[config.mk]
export PLATFORM = sky130hd
export DESIGN_NAME = stm_timer
export DESIGN_NICKNAME = d
export VERILOG_FILES = /design/src/logic/stm_pkg.sv /design/src/logic/stm_edge.sv /design/src/logic/stm_prescaler.sv /design/src/logic/stm_timer.sv
export SDC_FILE = /design/constraint.sdc
export NUM_CORES = 1
export LEC_CHECK = 0
export BUFFER_PORTS_ARGS = -buffer_cell sky130_fd_sc_hd__clkbuf_2
export CAP_MARGIN = 40
export CORE_UTILIZATION = 49
export DETAILED_ROUTE_END_ITERATION = 8
export GPL_TIMING_DRIVEN = 0
export HOLD_SLACK_MARGIN = 0.02
export PLACE_DENSITY = 0.81
export SYNTH_ARGS = -nofsm -noshare
export SYNTH_HDL_FRONTEND = slang
export SYNTH_HIERARCHICAL = 1
export SYNTH_SLANG_ARGS = --single-unit
[constraint.sdc]
create_clock -name CORE_CLK_I -period 2.7 [get_ports CORE_CLK_I]
set_input_delay 0.54 -clock CORE_CLK_I [delete_from_list [all_inputs] [get_ports CORE_CLK_I]]
set_output_delay 0.54 -clock CORE_CLK_I [all_outputs]
set_load 0.02 [all_outputs]
[src/logic/stm_pkg.sv]
// How it works
// - Mode field 00 picks compare output; other codes pick capture, PWM/pulse, timer.
// - Compare, clear select low: clear on P match or overflow; both flags set.
// - Compare, clear select high: clear on A match; only the A flag set.
// - Compare A value zero, clear select high: counter wraps at 3FF, no A flag.
// - Compare mode pin changes on A match, as pin function selects.
// - Counter on rising loads pin with initial level; function 00 keeps pin.
// - Mode 11 acts as compare mode with same flags but leaves pin undriven.
// - Mode 10 with function 10 gives fixed-frequency variable-duty PWM.
// - PWM swap bit picks period register; clear select ignored in PWM.
// - PWM sets A flag on every A match, P flag on every P match.
// - PWM: initial level gives active level, invert flips; 00/01 force levels.
// - Swap zero: period P times 128 or 1024 for zero; duty is A.
// - Duty at or above period holds the PWM output fully active.
// - Swap one: period is A; duty P times 128 or 1024 for zero.
// - Mode 10 with function 11 gives one output pulse per trigger.
// - Pulse mode: external pin edge or software sets counter on, pulse starts.
// - Pulse ends on software clear or A match; A match clears on, sets flag.
// - Pulse mode clears counter only on counter on rising; P, swap ignored.
// - Mode 01 latches counter into compare A on selected edge, sets flag.
// - Capture counter free-runs; P match clears counter and sets P flag.
// - Capture with function 11 captures nothing; counter keeps running.
// - Compare pin function: 00 keep, 01 low, 10 high, 11 toggle.
// - Counter on rising zeroes the counter; falling keeps its value.
// - Compare P is 3 bits against counter bits 9 to 7; zero means overflow.
// - Capture edge: 00 rising, 01 falling, 10 both, 11 disabled.
`default_nettype none
package stm_pkg;
	// ==================================================
	// Register map
	localparam int          ADDR_W       = 8;
	localparam logic [7:0]  ADDR_CTRL0   = 8'h00;
	localparam logic [7:0]  ADDR_CTRL1   = 8'h04;
	localparam logic [7:0]  ADDR_COUNT   = 8'h08;
	localparam logic [7:0]  ADDR_COMPARE_A_VALUE_LO = 8'h0c;
	localparam logic [7:0]  ADDR_COMPARE_A_VALUE_HI = 8'h10;
	localparam logic [7:0]  ADDR_FLAGS   = 8'h14;
	// ==================================================
	// Field positions
	localparam int          ON_BIT       = 3;
	localparam int          CKS_LSB      = 4;
	localparam int          MODE_LSB     = 6;
	localparam int          PFS_LSB      = 4;
	localparam int          OC_BIT       = 3;
	localparam int          POL_BIT      = 2;
	localparam int          DPX_BIT      = 1;
	localparam int          CCS_BIT      = 0;
	localparam int          FLAG_P_BIT   = 1;
	// ==================================================
	// Reset values and counts
	localparam logic [7:0]  CTRL_RST     = 8'h00;
	localparam logic [9:0]  COMPARE_A_VALUE_RST     = 10'h000;
	localparam logic [10:0] PERIOD_FULL  = 11'h400;
	// ==================================================
	// Codes
	typedef enum logic [1:0] {
		MODE_COMPARE = 2'b00,
		MODE_CAPTURE = 2'b01,
		MODE_PWM     = 2'b10,
		MODE_TIMER   = 2'b11
	} stm_mode_type;
	localparam logic [1:0]  PFS_LOW      = 2'b01;
	localparam logic [1:0]  PFS_HIGH     = 2'b10;
	localparam logic [1:0]  PFS_TOGGLE   = 2'b11;
	localparam logic [1:0]  PFS_OFF      = 2'b00;
	localparam logic [1:0]  PFS_ON       = 2'b01;
	localparam logic [1:0]  PFS_SINGLE   = 2'b11;
	localparam logic [1:0]  CAP_RISE     = 2'b00;
	localparam logic [1:0]  CAP_FALL     = 2'b01;
	localparam logic [1:0]  CAP_BOTH     = 2'b10;
	localparam logic [2:0]  CKS_DIV4     = 3'b000;
	localparam logic [2:0]  CKS_DIV1     = 3'b001;
	localparam logic [2:0]  CKS_DIV16    = 3'b010;
	localparam logic [2:0]  CKS_DIV64    = 3'b011;
	localparam logic [2:0]  CKS_SUB0     = 3'b100;
	localparam logic [2:0]  CKS_SUB1     = 3'b101;
	localparam logic [2:0]  CKS_EXT_RISE = 3'b110;
	localparam logic [2:0]  CKS_EXT_FALL = 3'b111;
endpackage : stm_pkg
`default_nettype wire

[src/logic/stm_edge.sv]
`timescale 1ns/10ps
`default_nettype none
module stm_edge (
	// Clock and reset
	input  wire logic clk_i,
	input  wire logic rst_n_i,
	// Pin and edges
	input  wire logic pin_i,
	output logic      rise_o,
	output logic      fall_o
);
	logic prev;

	// Previous pin level
	always_ff @(posedge clk_i or negedge rst_n_i) begin
		if (!rst_n_i) begin
			prev <= 1'b0;
		end else begin
			prev <= pin_i;
		end
	end

	// Edge pulses
	assign rise_o = pin_i & ~prev;
	assign fall_o = ~pin_i & prev;
endmodule : stm_edge
`default_nettype wire

[src/logic/stm_prescaler.sv]
`timescale 1ns/10ps
`default_nettype none
module stm_prescaler (
	// Clock and reset
	input  wire logic       clk_i,
	input  wire logic       rst_n_i,
	// Source select and external edges
	input  wire logic [2:0] sel_i,
	input  wire logic       ext_rise_i,
	input  wire logic       ext_fall_i,
	// Timer tick
	output logic            tick_o
);
	logic [7:0] pre;

	// True when the low n bits are all ones
	function automatic logic low_ones(input logic [7:0] v, input int n);
		logic r;
		r = 1'b1;
		for (int i = 0; i < n; i++) begin
			r = r & v[i];
		end
		return r;
	endfunction : low_ones

	// Free-running divider
	always_ff @(posedge clk_i or negedge rst_n_i) begin
		if (!rst_n_i) begin
			pre <= 8'h00;
		end else begin
			pre <= pre + 8'h01;
		end
	end

	// Tick selection
	always_comb begin
		unique case (sel_i)
			stm_pkg::CKS_DIV4:     tick_o = low_ones(pre, 2);
			stm_pkg::CKS_DIV1:     tick_o = 1'b1;
			stm_pkg::CKS_DIV16:    tick_o = low_ones(pre, 4);
			stm_pkg::CKS_DIV64:    tick_o = low_ones(pre, 6);
			stm_pkg::CKS_SUB0,
			stm_pkg::CKS_SUB1:     tick_o = low_ones(pre, 8);
			stm_pkg::CKS_EXT_RISE: tick_o = ext_rise_i;
			stm_pkg::CKS_EXT_FALL: tick_o = ext_fall_i;
		endcase
	end
endmodule : stm_prescaler
`default_nettype wire

[src/logic/stm_timer.sv]
// Decided for this implementation: register access over APB and the register addresses.
`timescale 1ns/10ps
`default_nettype none
module stm_timer (
	// Clock and reset
	input  wire logic        CORE_CLK_I,
	input  wire logic        RST_N_I,
	// APB slave
	input  wire logic        PSEL_I,
	input  wire logic        PENABLE_I,
	input  wire logic        PWRITE_I,
	input  wire logic [7:0]  PADDR_I,
	input  wire logic [31:0] PWDATA_I,
	output logic [31:0]      PRDATA_O,
	output logic             PREADY_O,
	output logic             PSLVERR_O,
	// Timer pins
	input  wire logic        EXT_CLK_I,
	input  wire logic        CAPTURE_I,
	output logic             PIN_O,
	output logic             PIN_OE_N_O
);
	// ==================================================
	// Declarations
	logic [2:0]           clk_sel;
	logic                 counter_on;
	logic                 on_d;
	logic [2:0]           compare_p_value;
	stm_pkg::stm_mode_type mode;
	logic [1:0]           pfs;
	logic                 oc;
	logic                 pol;
	logic                 dpx;
	logic                 ccs;
	logic [9:0]           compare_a_value;
	logic [9:0]           count;
	logic                 flag_a;
	logic                 flag_p;
	logic                 cmp_lvl;
	logic                 ext_rise;
	logic                 ext_fall;
	logic                 cap_rise;
	logic                 cap_fall;
	logic                 tick;
	logic                 on_rise;
	logic                 run_tick;
	logic [10:0]          cnt_inc;
	logic [10:0]          compare_p_value_len;
	logic [10:0]          compare_a_value_len;
	logic [10:0]          duty;
	logic [10:0]          period;
	logic                 hit_a;
	logic                 hit_p;
	logic                 clr;
	logic                 set_a;
	logic                 set_p;
	logic                 single;
	logic                 trig;
	logic                 cap_evt;
	logic                 pwm_on;
	logic                 acc;
	logic                 wr;
	logic                 rd_req;
	logic                 rd_hit;
	logic [31:0]          rd_word;

	// ==================================================
	// Edge detectors and clock source
	stm_edge u_ext_edge (
		.clk_i   (CORE_CLK_I),
		.rst_n_i (RST_N_I),
		.pin_i   (EXT_CLK_I),
		.rise_o  (ext_rise),
		.fall_o  (ext_fall)
	);

	stm_edge u_cap_edge (
		.clk_i   (CORE_CLK_I),
		.rst_n_i (RST_N_I),
		.pin_i   (CAPTURE_I),
		.rise_o  (cap_rise),
		.fall_o  (cap_fall)
	);

	stm_prescaler u_presc (
		.clk_i      (CORE_CLK_I),
		.rst_n_i    (RST_N_I),
		.sel_i      (clk_sel),
		.ext_rise_i (ext_rise),
		.ext_fall_i (ext_fall),
		.tick_o     (tick)
	);

	// ==================================================
	// Bus decode
	// Known register address
	function automatic logic addr_ok(input logic [7:0] a);
		return (a == stm_pkg::ADDR_CTRL0) || (a == stm_pkg::ADDR_CTRL1) ||
			(a == stm_pkg::ADDR_COUNT) || (a == stm_pkg::ADDR_COMPARE_A_VALUE_LO) ||
			(a == stm_pkg::ADDR_COMPARE_A_VALUE_HI) || (a == stm_pkg::ADDR_FLAGS);
	endfunction : addr_ok

	// Access completes when our ready is up
	assign acc    = PSEL_I & PENABLE_I & PREADY_O;
	assign wr     = acc & PWRITE_I & addr_ok(PADDR_I);
	assign rd_req = PSEL_I & PENABLE_I & ~PREADY_O;

	// ==================================================
	// Counter arithmetic
	assign on_rise  = counter_on & ~on_d;
	assign run_tick = counter_on & tick;
	assign cnt_inc  = {1'b0, count} + 11'd1;
	// P length in steps of 128, zero meaning full span
	assign compare_p_value_len = (compare_p_value == 3'b000) ? stm_pkg::PERIOD_FULL : {1'b0, compare_p_value, 7'h00};
	assign compare_a_value_len = (compare_a_value == 10'h000) ? stm_pkg::PERIOD_FULL : {1'b0, compare_a_value};
	// A match never fires for a zero compare value
	assign hit_a    = run_tick & (compare_a_value != 10'h000) & (cnt_inc == {1'b0, compare_a_value});
	// P match, overflow when the P value is zero
	assign hit_p    = run_tick & (cnt_inc == compare_p_value_len);
	assign single   = (mode == stm_pkg::MODE_PWM) && (pfs == stm_pkg::PFS_SINGLE);
	assign trig     = (clk_sel == stm_pkg::CKS_EXT_FALL) ? ext_fall : ext_rise;

	// ==================================================
	// Mode decode: counter clear and flag sources
	always_comb begin
		clr   = 1'b0;
		set_a = 1'b0;
		set_p = 1'b0;
		unique case (mode)
			stm_pkg::MODE_COMPARE,
			stm_pkg::MODE_TIMER: begin
				set_a = hit_a;
				if (ccs) begin
					clr = hit_a;
				end else begin
					clr   = hit_p;
					set_p = hit_p;
				end
			end
			stm_pkg::MODE_CAPTURE: begin
				clr   = hit_p;
				set_a = cap_evt;
				set_p = hit_p;
			end
			stm_pkg::MODE_PWM: begin
				set_a = hit_a;
				if (!single) begin
					clr   = dpx ? hit_a : hit_p;
					set_p = hit_p;
				end
			end
		endcase
	end

	// Capture edge selection
	always_comb begin
		cap_evt = 1'b0;
		if (counter_on && (mode == stm_pkg::MODE_CAPTURE)) begin
			unique case (pfs)
				stm_pkg::CAP_RISE: cap_evt = cap_rise;
				stm_pkg::CAP_FALL: cap_evt = cap_fall;
				stm_pkg::CAP_BOTH: cap_evt = cap_rise | cap_fall;
				stm_pkg::PFS_SINGLE: cap_evt = 1'b0;
			endcase
		end
	end

	// PWM duty and period
	always_comb begin
		if (dpx) begin
			period = compare_a_value_len;
			duty   = compare_p_value_len;
		end else begin
			period = compare_p_value_len;
			duty   = {1'b0, compare_a_value};
		end
		pwm_on = (duty >= period) || ({1'b0, count} < duty);
	end

	// ==================================================
	// Control registers
	always_ff @(posedge CORE_CLK_I or negedge RST_N_I) begin
		if (!RST_N_I) begin
			clk_sel <= stm_pkg::CTRL_RST[6:4];
			compare_p_value    <= stm_pkg::CTRL_RST[2:0];
			mode    <= stm_pkg::MODE_COMPARE;
			pfs     <= stm_pkg::CTRL_RST[5:4];
			oc      <= 1'b0;
			pol     <= 1'b0;
			dpx     <= 1'b0;
			ccs     <= 1'b0;
		end else if (wr && (PADDR_I == stm_pkg::ADDR_CTRL0)) begin
			clk_sel <= PWDATA_I[stm_pkg::CKS_LSB +: 3];
			compare_p_value    <= PWDATA_I[2:0];
		end else if (wr && (PADDR_I == stm_pkg::ADDR_CTRL1)) begin
			mode    <= stm_pkg::stm_mode_type'(PWDATA_I[stm_pkg::MODE_LSB +: 2]);
			pfs     <= PWDATA_I[stm_pkg::PFS_LSB +: 2];
			oc      <= PWDATA_I[stm_pkg::OC_BIT];
			pol     <= PWDATA_I[stm_pkg::POL_BIT];
			dpx     <= PWDATA_I[stm_pkg::DPX_BIT];
			ccs     <= PWDATA_I[stm_pkg::CCS_BIT];
		end
	end

	// Counter on bit: software, pulse trigger and pulse end
	always_ff @(posedge CORE_CLK_I or negedge RST_N_I) begin
		if (!RST_N_I) begin
			counter_on <= 1'b0;
		end else if (wr && (PADDR_I == stm_pkg::ADDR_CTRL0)) begin
			counter_on <= PWDATA_I[stm_pkg::ON_BIT];
		end else if (single && trig && !counter_on) begin
			counter_on <= 1'b1;
		end else if (single && hit_a) begin
			counter_on <= 1'b0;
		end
	end

	// Delayed on bit for edge detection
	always_ff @(posedge CORE_CLK_I or negedge RST_N_I) begin
		if (!RST_N_I) begin
			on_d <= 1'b0;
		end else begin
			on_d <= counter_on;
		end
	end

	// Compare A value: software write or capture
	always_ff @(posedge CORE_CLK_I or negedge RST_N_I) begin
		if (!RST_N_I) begin
			compare_a_value <= stm_pkg::COMPARE_A_VALUE_RST;
		end else if (cap_evt) begin
			compare_a_value <= count;
		end else if (wr && (PADDR_I == stm_pkg::ADDR_COMPARE_A_VALUE_LO)) begin
			compare_a_value[7:0] <= PWDATA_I[7:0];
		end else if (wr && (PADDR_I == stm_pkg::ADDR_COMPARE_A_VALUE_HI)) begin
			compare_a_value[9:8] <= PWDATA_I[1:0];
		end
	end

	// ==================================================
	// Counter
	always_ff @(posedge CORE_CLK_I or negedge RST_N_I) begin
		if (!RST_N_I) begin
			count <= 10'h000;
		end else if (on_rise) begin
			count <= 10'h000;
		end else if (run_tick) begin
			if (clr) begin
				count <= 10'h000;
			end else begin
				count <= cnt_inc[9:0];
			end
		end
	end

	// ==================================================
	// Flags, write one to clear, set wins
	always_ff @(posedge CORE_CLK_I or negedge RST_N_I) begin
		if (!RST_N_I) begin
			flag_a <= 1'b0;
			flag_p <= 1'b0;
		end else begin
			if (set_a) begin
				flag_a <= 1'b1;
			end else if (wr && (PADDR_I == stm_pkg::ADDR_FLAGS) && PWDATA_I[0]) begin
				flag_a <= 1'b0;
			end
			if (set_p) begin
				flag_p <= 1'b1;
			end else if (wr && (PADDR_I == stm_pkg::ADDR_FLAGS) && PWDATA_I[stm_pkg::FLAG_P_BIT]) begin
				flag_p <= 1'b0;
			end
		end
	end

	// ==================================================
	// Compare output level
	always_ff @(posedge CORE_CLK_I or negedge RST_N_I) begin
		if (!RST_N_I) begin
			cmp_lvl <= 1'b0;
		end else if (on_rise) begin
			cmp_lvl <= oc;
		end else if (hit_a && (mode == stm_pkg::MODE_COMPARE)) begin
			unique case (pfs)
				stm_pkg::PFS_LOW:    cmp_lvl <= 1'b0;
				stm_pkg::PFS_HIGH:   cmp_lvl <= 1'b1;
				stm_pkg::PFS_TOGGLE: cmp_lvl <= ~cmp_lvl;
				stm_pkg::PFS_OFF:    cmp_lvl <= cmp_lvl;
			endcase
		end
	end

	// Output pin and its enable
	always_ff @(posedge CORE_CLK_I or negedge RST_N_I) begin
		if (!RST_N_I) begin
			PIN_O      <= 1'b0;
			PIN_OE_N_O <= 1'b1;
		end else begin
			unique case (mode)
				stm_pkg::MODE_COMPARE: begin
					PIN_O      <= cmp_lvl ^ pol;
					PIN_OE_N_O <= 1'b0;
				end
				stm_pkg::MODE_PWM: begin
					PIN_OE_N_O <= 1'b0;
					if (single) begin
						PIN_O <= (counter_on ? oc : ~oc) ^ pol;
					end else if (pfs == stm_pkg::PFS_OFF) begin
						PIN_O <= ~oc ^ pol;
					end else if (pfs == stm_pkg::PFS_ON) begin
						PIN_O <= oc ^ pol;
					end else begin
						PIN_O <= (pwm_on ? oc : ~oc) ^ pol;
					end
				end
				stm_pkg::MODE_CAPTURE,
				stm_pkg::MODE_TIMER: begin
					PIN_OE_N_O <= 1'b1;
				end
			endcase
		end
	end

	// ==================================================
	// Read mux
	always_comb begin
		rd_hit  = addr_ok(PADDR_I);
		rd_word = 32'h0000_0000;
		unique case (PADDR_I)
			stm_pkg::ADDR_CTRL0:   rd_word = {25'h0, clk_sel, counter_on, compare_p_value};
			stm_pkg::ADDR_CTRL1:   rd_word = {24'h0, mode, pfs, oc, pol, dpx, ccs};
			stm_pkg::ADDR_COUNT:   rd_word = {22'h0, count};
			stm_pkg::ADDR_COMPARE_A_VALUE_LO: rd_word = {24'h0, compare_a_value[7:0]};
			stm_pkg::ADDR_COMPARE_A_VALUE_HI: rd_word = {30'h0, compare_a_value[9:8]};
			stm_pkg::ADDR_FLAGS:   rd_word = {30'h0, flag_p, flag_a};
			default:               rd_word = 32'h0000_0000;
		endcase
	end

	// Ready, error and read data, one wait state
	always_ff @(posedge CORE_CLK_I or negedge RST_N_I) begin
		if (!RST_N_I) begin
			PREADY_O  <= 1'b0;
			PSLVERR_O <= 1'b0;
			PRDATA_O  <= 32'h0000_0000;
		end else begin
			PREADY_O  <= rd_req;
			PSLVERR_O <= rd_req & ~rd_hit;
			if (rd_req && !PWRITE_I) begin
				PRDATA_O <= rd_word;
			end
		end
	end
endmodule : stm_timer
`default_nettype wire

Word-level counts from Yosys, hierarchy flattened
Index checks and enable logic that the tools add are counted.
- logic and storage cells: 174
- input bits: 47
- flip-flop bits (word level): 85
- bitwise gates (word level): 38
- reductions and logical operators: 45
- magnitude comparators: 2
- add/sub/neg operators: 2
- mux-type cells: 41
- equal/unequal tests: 22
- operators by type and width (operator ; count):
    10-bit case mux with 6 select lines ; 1
    11-bit two-way mux ; 4
    10-bit two-way mux ; 4
    1-bit AND ; 22
    1-bit two-way mux ; 21
    8-bit by 4-bit == test with 1-bit output, second input constant ; 2
    8-bit by 5-bit == test with 1-bit output, second input constant ; 2
    1-bit logical AND ; 14
    2-bit nonzero test ; 7
    3-bit == test, second input constant ; 4
    10-bit by 1-bit adder with 11-bit output, second input constant ; 1
    11-bit by 10-bit == test with 1-bit output ; 1
    11-bit == test ; 1
    11-bit >= comparator ; 1
    10-bit by 11-bit less-than comparator with 1-bit output ; 1
    10-bit zero test ; 1
    1-bit NOT ; 10
    10-bit nonzero test ; 1
    1-bit case mux with 3 select lines ; 3
    8-bit by 1-bit adder with 8-bit output, second input constant ; 1
    2-bit == test, second input constant ; 4
    8-bit by 3-bit == test with 1-bit output, second input constant ; 1
    8-bit zero test ; 1
    8-bit two-way mux ; 1
    other kinds (18) ; 41

Depth between registers and ports, before layout
- word-level depth: 17
- mapped depth: 13

Modules after synthesis
Netlist, hierarchy kept.
- by module, submodules not included (module ; cells an instance ; times used ; seq. area each (um^2) ; area an instance (um^2)):
    stm_timer ; 452 ; 1 ; 1327.5 ; 4051.4
    stm_prescaler ; 34 ; 1 ; 200.2 ; 404.1
    stm_edge ; 3 ; 2 ; 25.0 ; 40.0

Worst setup path after synthesis
No wires, ideal clock.
- kind: flip-flop to flip-flop
- from: reg dpx
- to: reg PIN_O
- period minus slack after synthesis: 2644 ps
- buffers on the path: 1
- setup time: 126 ps
- cell stages (with the launch flop): 10
- arrival: 2517 ps
- data required time: 2574 ps
- slack: 56 ps
- cell sequence: dfrtp_1 > buf_1 > mux2i_1 > ha_1 > a2111oi_0 > inv_1 > o221a_2 > a211oi_1 > xnor2_1 > a21oi_1
- word-level cells in the longest chain between the ends: 9
- ends and longest elaborated chain (what ; RTL line ; RTL):
    start: declaration ; stm_timer.sv:33 ; logic dpx;
    start signal: assignment ; stm_timer.sv:200 ; dpx <= PWDATA_I[stm_pkg::DPX_BIT];
    11-bit two-way mux ; stm_timer.sv:170 ; if (dpx) begin
    11-bit >= comparator / 10-bit by 11-bit less-than comparator with 1-bit output (equally long branches) ; stm_timer.sv:177 ; pwm_on = (duty >= period) || ({1'b0, count} < duty);
    1-bit logical OR (*) ; stm_timer.sv:177 ;
    1-bit two-way mux (*) ; stm_timer.sv:313 ; PIN_O <= (pwm_on ? oc : ~oc) ^ pol;
    1-bit bitwise XOR (*) ; stm_timer.sv:313 ;
    1-bit two-way mux (*) ; stm_timer.sv:310 ; end else if (pfs == stm_pkg::PFS_ON) begin
    1-bit two-way mux (*) ; stm_timer.sv:308 ; end else if (pfs == stm_pkg::PFS_OFF) begin
    1-bit two-way mux (*) ; stm_timer.sv:306 ; if (single) begin
    1-bit case mux with 2 select lines (*) ; stm_timer.sv:299 ; unique case (mode)
    end signal: assignment ; stm_timer.sv:307 ; PIN_O <= (counter_on ? oc : ~oc) ^ pol;
    end signal: assignment ; stm_timer.sv:309 ; PIN_O <= ~oc ^ pol;
    end signal: assignment ; stm_timer.sv:311 ; PIN_O <= oc ^ pol;
    end: declaration ; stm_timer.sv:20 ; output logic PIN_O,
Every way passes the cells marked *; elsewhere a longest branch is shown, timed or not.
A chain may end at the register's enable or synchronous reset.

Worst setup path in the final report
- from: reg u_presc.pre[1]
- to: reg count[7]
- word-level cells in the longest chain between the ends: 17
- ends and longest elaborated chain (what ; RTL line ; RTL):
    start: declaration ; stm_prescaler.sv:14 ; logic [7:0] pre;
    start signal: assignment ; stm_prescaler.sv:31 ; pre <= pre + 8'h01;
    1-bit AND (*) ; stm_prescaler.sv:21 ; r = r & v[i];
    1-bit AND (6 in a row) ; stm_prescaler.sv:21 ;
    1-bit case mux with 7 select lines (*) ; stm_prescaler.sv:37 ; unique case (sel_i)
    net tick ; stm_timer.sv:44 ; logic tick;
    1-bit AND (*) ; stm_timer.sv:111 ; assign run_tick = counter_on & tick;
    1-bit AND (2 in a row) ; stm_timer.sv:117 ; assign hit_a = run_tick & (compare_a_value != 10'h000) & (cnt_inc == {1'b0, compare_a_value});
    1-bit two-way mux ; stm_timer.sv:148 ; clr = dpx ? hit_a : hit_p;
    1-bit two-way mux ; stm_timer.sv:147 ; if (!single) begin
    1-bit case mux with 3 select lines ; stm_timer.sv:129 ; unique case (mode)
    10-bit two-way mux ; stm_timer.sv:248 ; if (clr) begin
    10-bit two-way mux ; stm_timer.sv:247 ; end else if (run_tick) begin
    10-bit two-way mux ; stm_timer.sv:245 ; end else if (on_rise) begin
    end signal: assignment ; stm_timer.sv:251 ; count <= cnt_inc[9:0];
    end: declaration ; stm_timer.sv:36 ; logic [9:0] count;
The timed path passes the listed nets; every way through them passes the cells marked *. The select of a mux whose other input is x is not followed.

==> run_results.csv <==
group,metric,value,unit
critical_path,cp_data_arrival_time,2.94,ns
global_routing,grt_use_total,0.2534,
sta,timing_max_transition_violations_final,0,
drt,antenna_left,0,
sta,clock.fmax,369.4,MHz
final_layout,multi_input_area,2798,um^2
placed_design,buffer_ports.inserted,35,
final_layout,design_area,5373,um^2
drt,detailed_route_wl,12270,um
logic_synthesis,number_of_synthesized_flops_with_an_enable_pin,0,
final_layout,drive_above_1_share,0.2760,
final_layout,net_count_of_the_finished_layout,639,
drt,drc,8,
critical_path,criticalPathCategory,"reg -> reg",
sta,timing.final.hold_violations,0,
die,initial_utilization,0.5126,
critical_path,r2r_setup_slack,-0.007,ns
critical_path,cp_slowest_stage_delay,0.37,ns
cts,clock_path_buffers,2,
cts,tritoncts_clock_tree,"yes",
sta,tightestPinTransition,0.7692,ns
critical_path,worst-endpoint-required,2.93,ns
cts,cts_hold_buffers,0,
sta,max_slew_margin,0.4833,
drt,first_iter_violations,331,
final_layout,num-fill-cells,760,
global_routing,grt_pass1_vias,3989,
final_layout,n_antenna_cell,0,
drt,via_count,4146,
cts,worstSkewPairLatency,0.35,ns
die,die_w,98.21,um
cts,cts_inserted_buffers,9,
logic_synthesis,ys_async_sr_fraction,1.000,
sta,final_setup_vio_count,1,
sta,setup_ws,-0.006801,ns
sta,skew,0.009812,ns
global_routing,global_route_wire_length_before_repair,19180,um
die,die_h,98.21,um
cts,clk_root_buffer_cell,"clkbuf_8",
critical_path,crit_family,"simple AND/OR/NAND/NOR gates",
die,core,8848,um^2
logic_synthesis,netlist_instances,492,
logic_synthesis,synth_cell_types,77,
placed_design,detailed_place_hpwl,8686,um
critical_path,cp_common_cell,"buf_4",
critical_path,critical_path_peak_fanout,5,
logic_synthesis,synth.yosys.seq_area_share,0.3479,
cts,htree_depth,3,
logic_synthesis,syn_area,4536,um^2
final_layout,ff_latch_area,1579,um^2
placed_design,place_ws,-0.6881,ns
critical_path,setup.worst_path.end_class,"register",
global_routing,globalRoute.totalOverflow,0,
final_layout,stdcell_count,684,
outcome,status,"finished, violations left",
job,max-cap-violations,0,
logic_synthesis,synthesis.yosys.warnings,6,
logic_synthesis,ys.flop_type,"dfrtp_1",
drt,post_drt_wl_per_cell,17.94,um
cts,cts.reportedPaths.clkPinSlew,0.07,ns
power_and_ir_drop,power_density,374.2,nW/um^2
die,pin_count,83,
die,die-area,9645,um^2
critical_path,critical_path_depth,13,
power_and_ir_drop,power.leakage,2.595,nW
outcome,failed_checks,"DRC, setup timing",
critical_path,critPathSlowestCell,"dfrtp_1",
die,rows,34,
critical_path,worst_r2r_path_depth,13,
logic_synthesis,post_synth.cell_area_avg,9.219,um^2
placed_design,globalplace.congestion,0.9387,
sta,grt_setup_unrepaired,"yes",
placed_design,postPlaceCellArea,4952,um^2
global_routing,maximum_number_of_pins_on_one_net_before_global_route_repair,34,
power_and_ir_drop,vdd_ir_drop_max,0.2415,mV
critical_path,crit_path_cell_trace,"ha_2 > buf_4 > buf_4 > nor3_1 > nor2_1 > a22o_1 > buf_4 > nand4_1 > nor3b_2 > and4_4 > and3_4 > nor2_4 > a311o_1",
sta,layout_worst_path_cycle_share,1.003,
cts,clkSinkCount,63,
critical_path,cp_num_buf_inv,3,
final_layout,area_delta_synth_final,18.46,%
drt,drtPass1Iterations,9,
drt,route.detailed.vias_per_inst,6.061,
logic_synthesis,postSynthRegisterBits,63,
sta,final_period_minus_worst_setup_slack,2.707,ns
critical_path,critPathLaunchType,"register",
global_routing,grt_antenna_before_repair,0,
placed_design,dpl.cell_count,658,
min_path,worst_hold_path_type,"in -> async",
[synth_stat cells, types with 14 or more instances]
| cell type | n | area share |
|---|---|---|
| a21oi_1 | 22 | 0.024 |
| buf_4 | 24 | 0.040 |
| clkbuf_1 | 19 | 0.016 |
| dfrtp_1 | 62 | 0.34 |
| ha_1 | 21 | 0.058 |
| inv_1 | 15 | 0.012 |
| mux2_2 | 16 | 0.040 |
| mux2i_1 | 23 | 0.051 |
| nand2_1 | 55 | 0.046 |
| nand3_1 | 20 | 0.022 |
| nor2_1 | 36 | 0.030 |
| nor3_1 | 14 | 0.015 |
| o21ai_0 | 21 | 0.023 |
[layout by cell type (no fill, tap or decap), types with 5 or more instances in the layout]
master    count
and3_1        6
a211oi_1      5
clkbuf_2     37
ha_1         19
o21ai_0      20
buf_4        37
mux2_2       16
conb_1       22
clkbuf_8      9
inv_1        15
xor2_1        5
nand3_1      20
dfrtp_1      61
nor3_1       13
xnor2_1       8
nor2b_1       5
mux4_2        5
nand2_1      54
a211o_1       5
nand4_1       5
a21oi_1      22
nor2_1       36
clkbuf_1     15
mux2i_1      22
[sequential cells by signal, summed over array words and instances (netlist names), 2 cells and up]
register and flops:
compare_a_value 10, u_presc/pre 8, compare_p_value 3, count 10, PRDATA_O 10, mode 2
pfs 2, clk_sel 3
[final timing paths]
| kind | from | to |
|---|---|---|
| max in group asynchronous | RST_N_I | PIN_OE_N_O$_DFF_PN1_ |
| worst min register to register | counter_on$_DFFE_PN0P_ | on_d$_DFF_PN0_ |
| min in group CORE_CLK_I | CAPTURE_I | u_cap_edge/prev$_DFF_PN0_ |
| worst min-delay path | RST_N_I | mode[0]$_DFFE_PN0P_ |
| worst max register to register | u_presc/pre[1]$_DFF_PN0_ | count[7]$_DFFE_PN0P_ |
| worst max-delay path | u_presc/pre[1]$_DFF_PN0_ | count[7]$_DFFE_PN0P_ |
[metrics by stage]
step	total power, W	utilization	setup TNS [ns]	hold slack (ns)
3_3_place_gp	0.001109	0.5566	-2.996	0.3575
4_1_cts	0.002020	0.5929	0	0.1763
6_report	0.002010	0.6072	-0.006801	0.1566
5_1_grt	0.002066	0.6072	-0.3531	0.1928
2_1_floorplan	0.001059	-	0	0.2444
3_5_place_dp	0.001116	0.5597	-5.143	0.3695
[routing by layer]
| metal | GRT usage | vias up | wire, um |
|---|---|---|---|
| met1 | 0.3106 | 2036 | 5050 |
| met4 | 0.08955 | 0 | 318 |
| met3 | 0.05440 | 36 | 855 |
| li1 | - | 1875 | - |
| met2 | 0.4404 | 199 | 6044 |
| met5 | 0 | - | 0 |
[area by class of cell]
cell class	count	area share
clock inverter	6	0.01560
sequential	63	0.2939
clock buffer	10	0.02375
inverter	15	0.01048
timing repair buffer	49	0.05449
multi-input combinational	384	0.5207
buffer	49	0.05589
tap	108	0.02515
[logic make-up (layout without fill, tap and decap cells)]
| group | count (synthesis) | count (layout) | share of synthesized area |
|---|---|---|---|
| AOI/OAI and AO/OA | 97 | 97 | 0.1487 |
| xor gates and xnor gates | 17 | 17 | 0.04221 |
| adders and majority gates | 21 | 21 | 0.05793 |
| buffers and inverters | 66 | 129 | 0.07724 |
| DFF | 63 | 63 | 0.3479 |
| muxes | 44 | 44 | 0.1153 |
| other | 1 | 22 | 0.0008268 |
| and+or+nand+nor | 183 | 183 | 0.2099 |
[report_power, final]
part | switching [W] | internal (W) | leakage (nW) | total, W
combinational | 0.0000903 | 0.0000544 | 1.65 | 0.000145
sequential | 0.00000515 | 0.000950 | 0.839 | 0.000955
clock | 0.000392 | 0.000519 | 0.110 | 0.000911
[what timing repair did]
| item | in CTS | in global routing |
|---|---|---|
| cloned | 1 | 0 |
| pin swaps | 3 | 12 |
| setup endpoints to repair | 11 | 12 |
| setup buffers | 6 | 5 |
| gates resized for setup | 11 | 25 |
(Power assumes the default switching activity.)
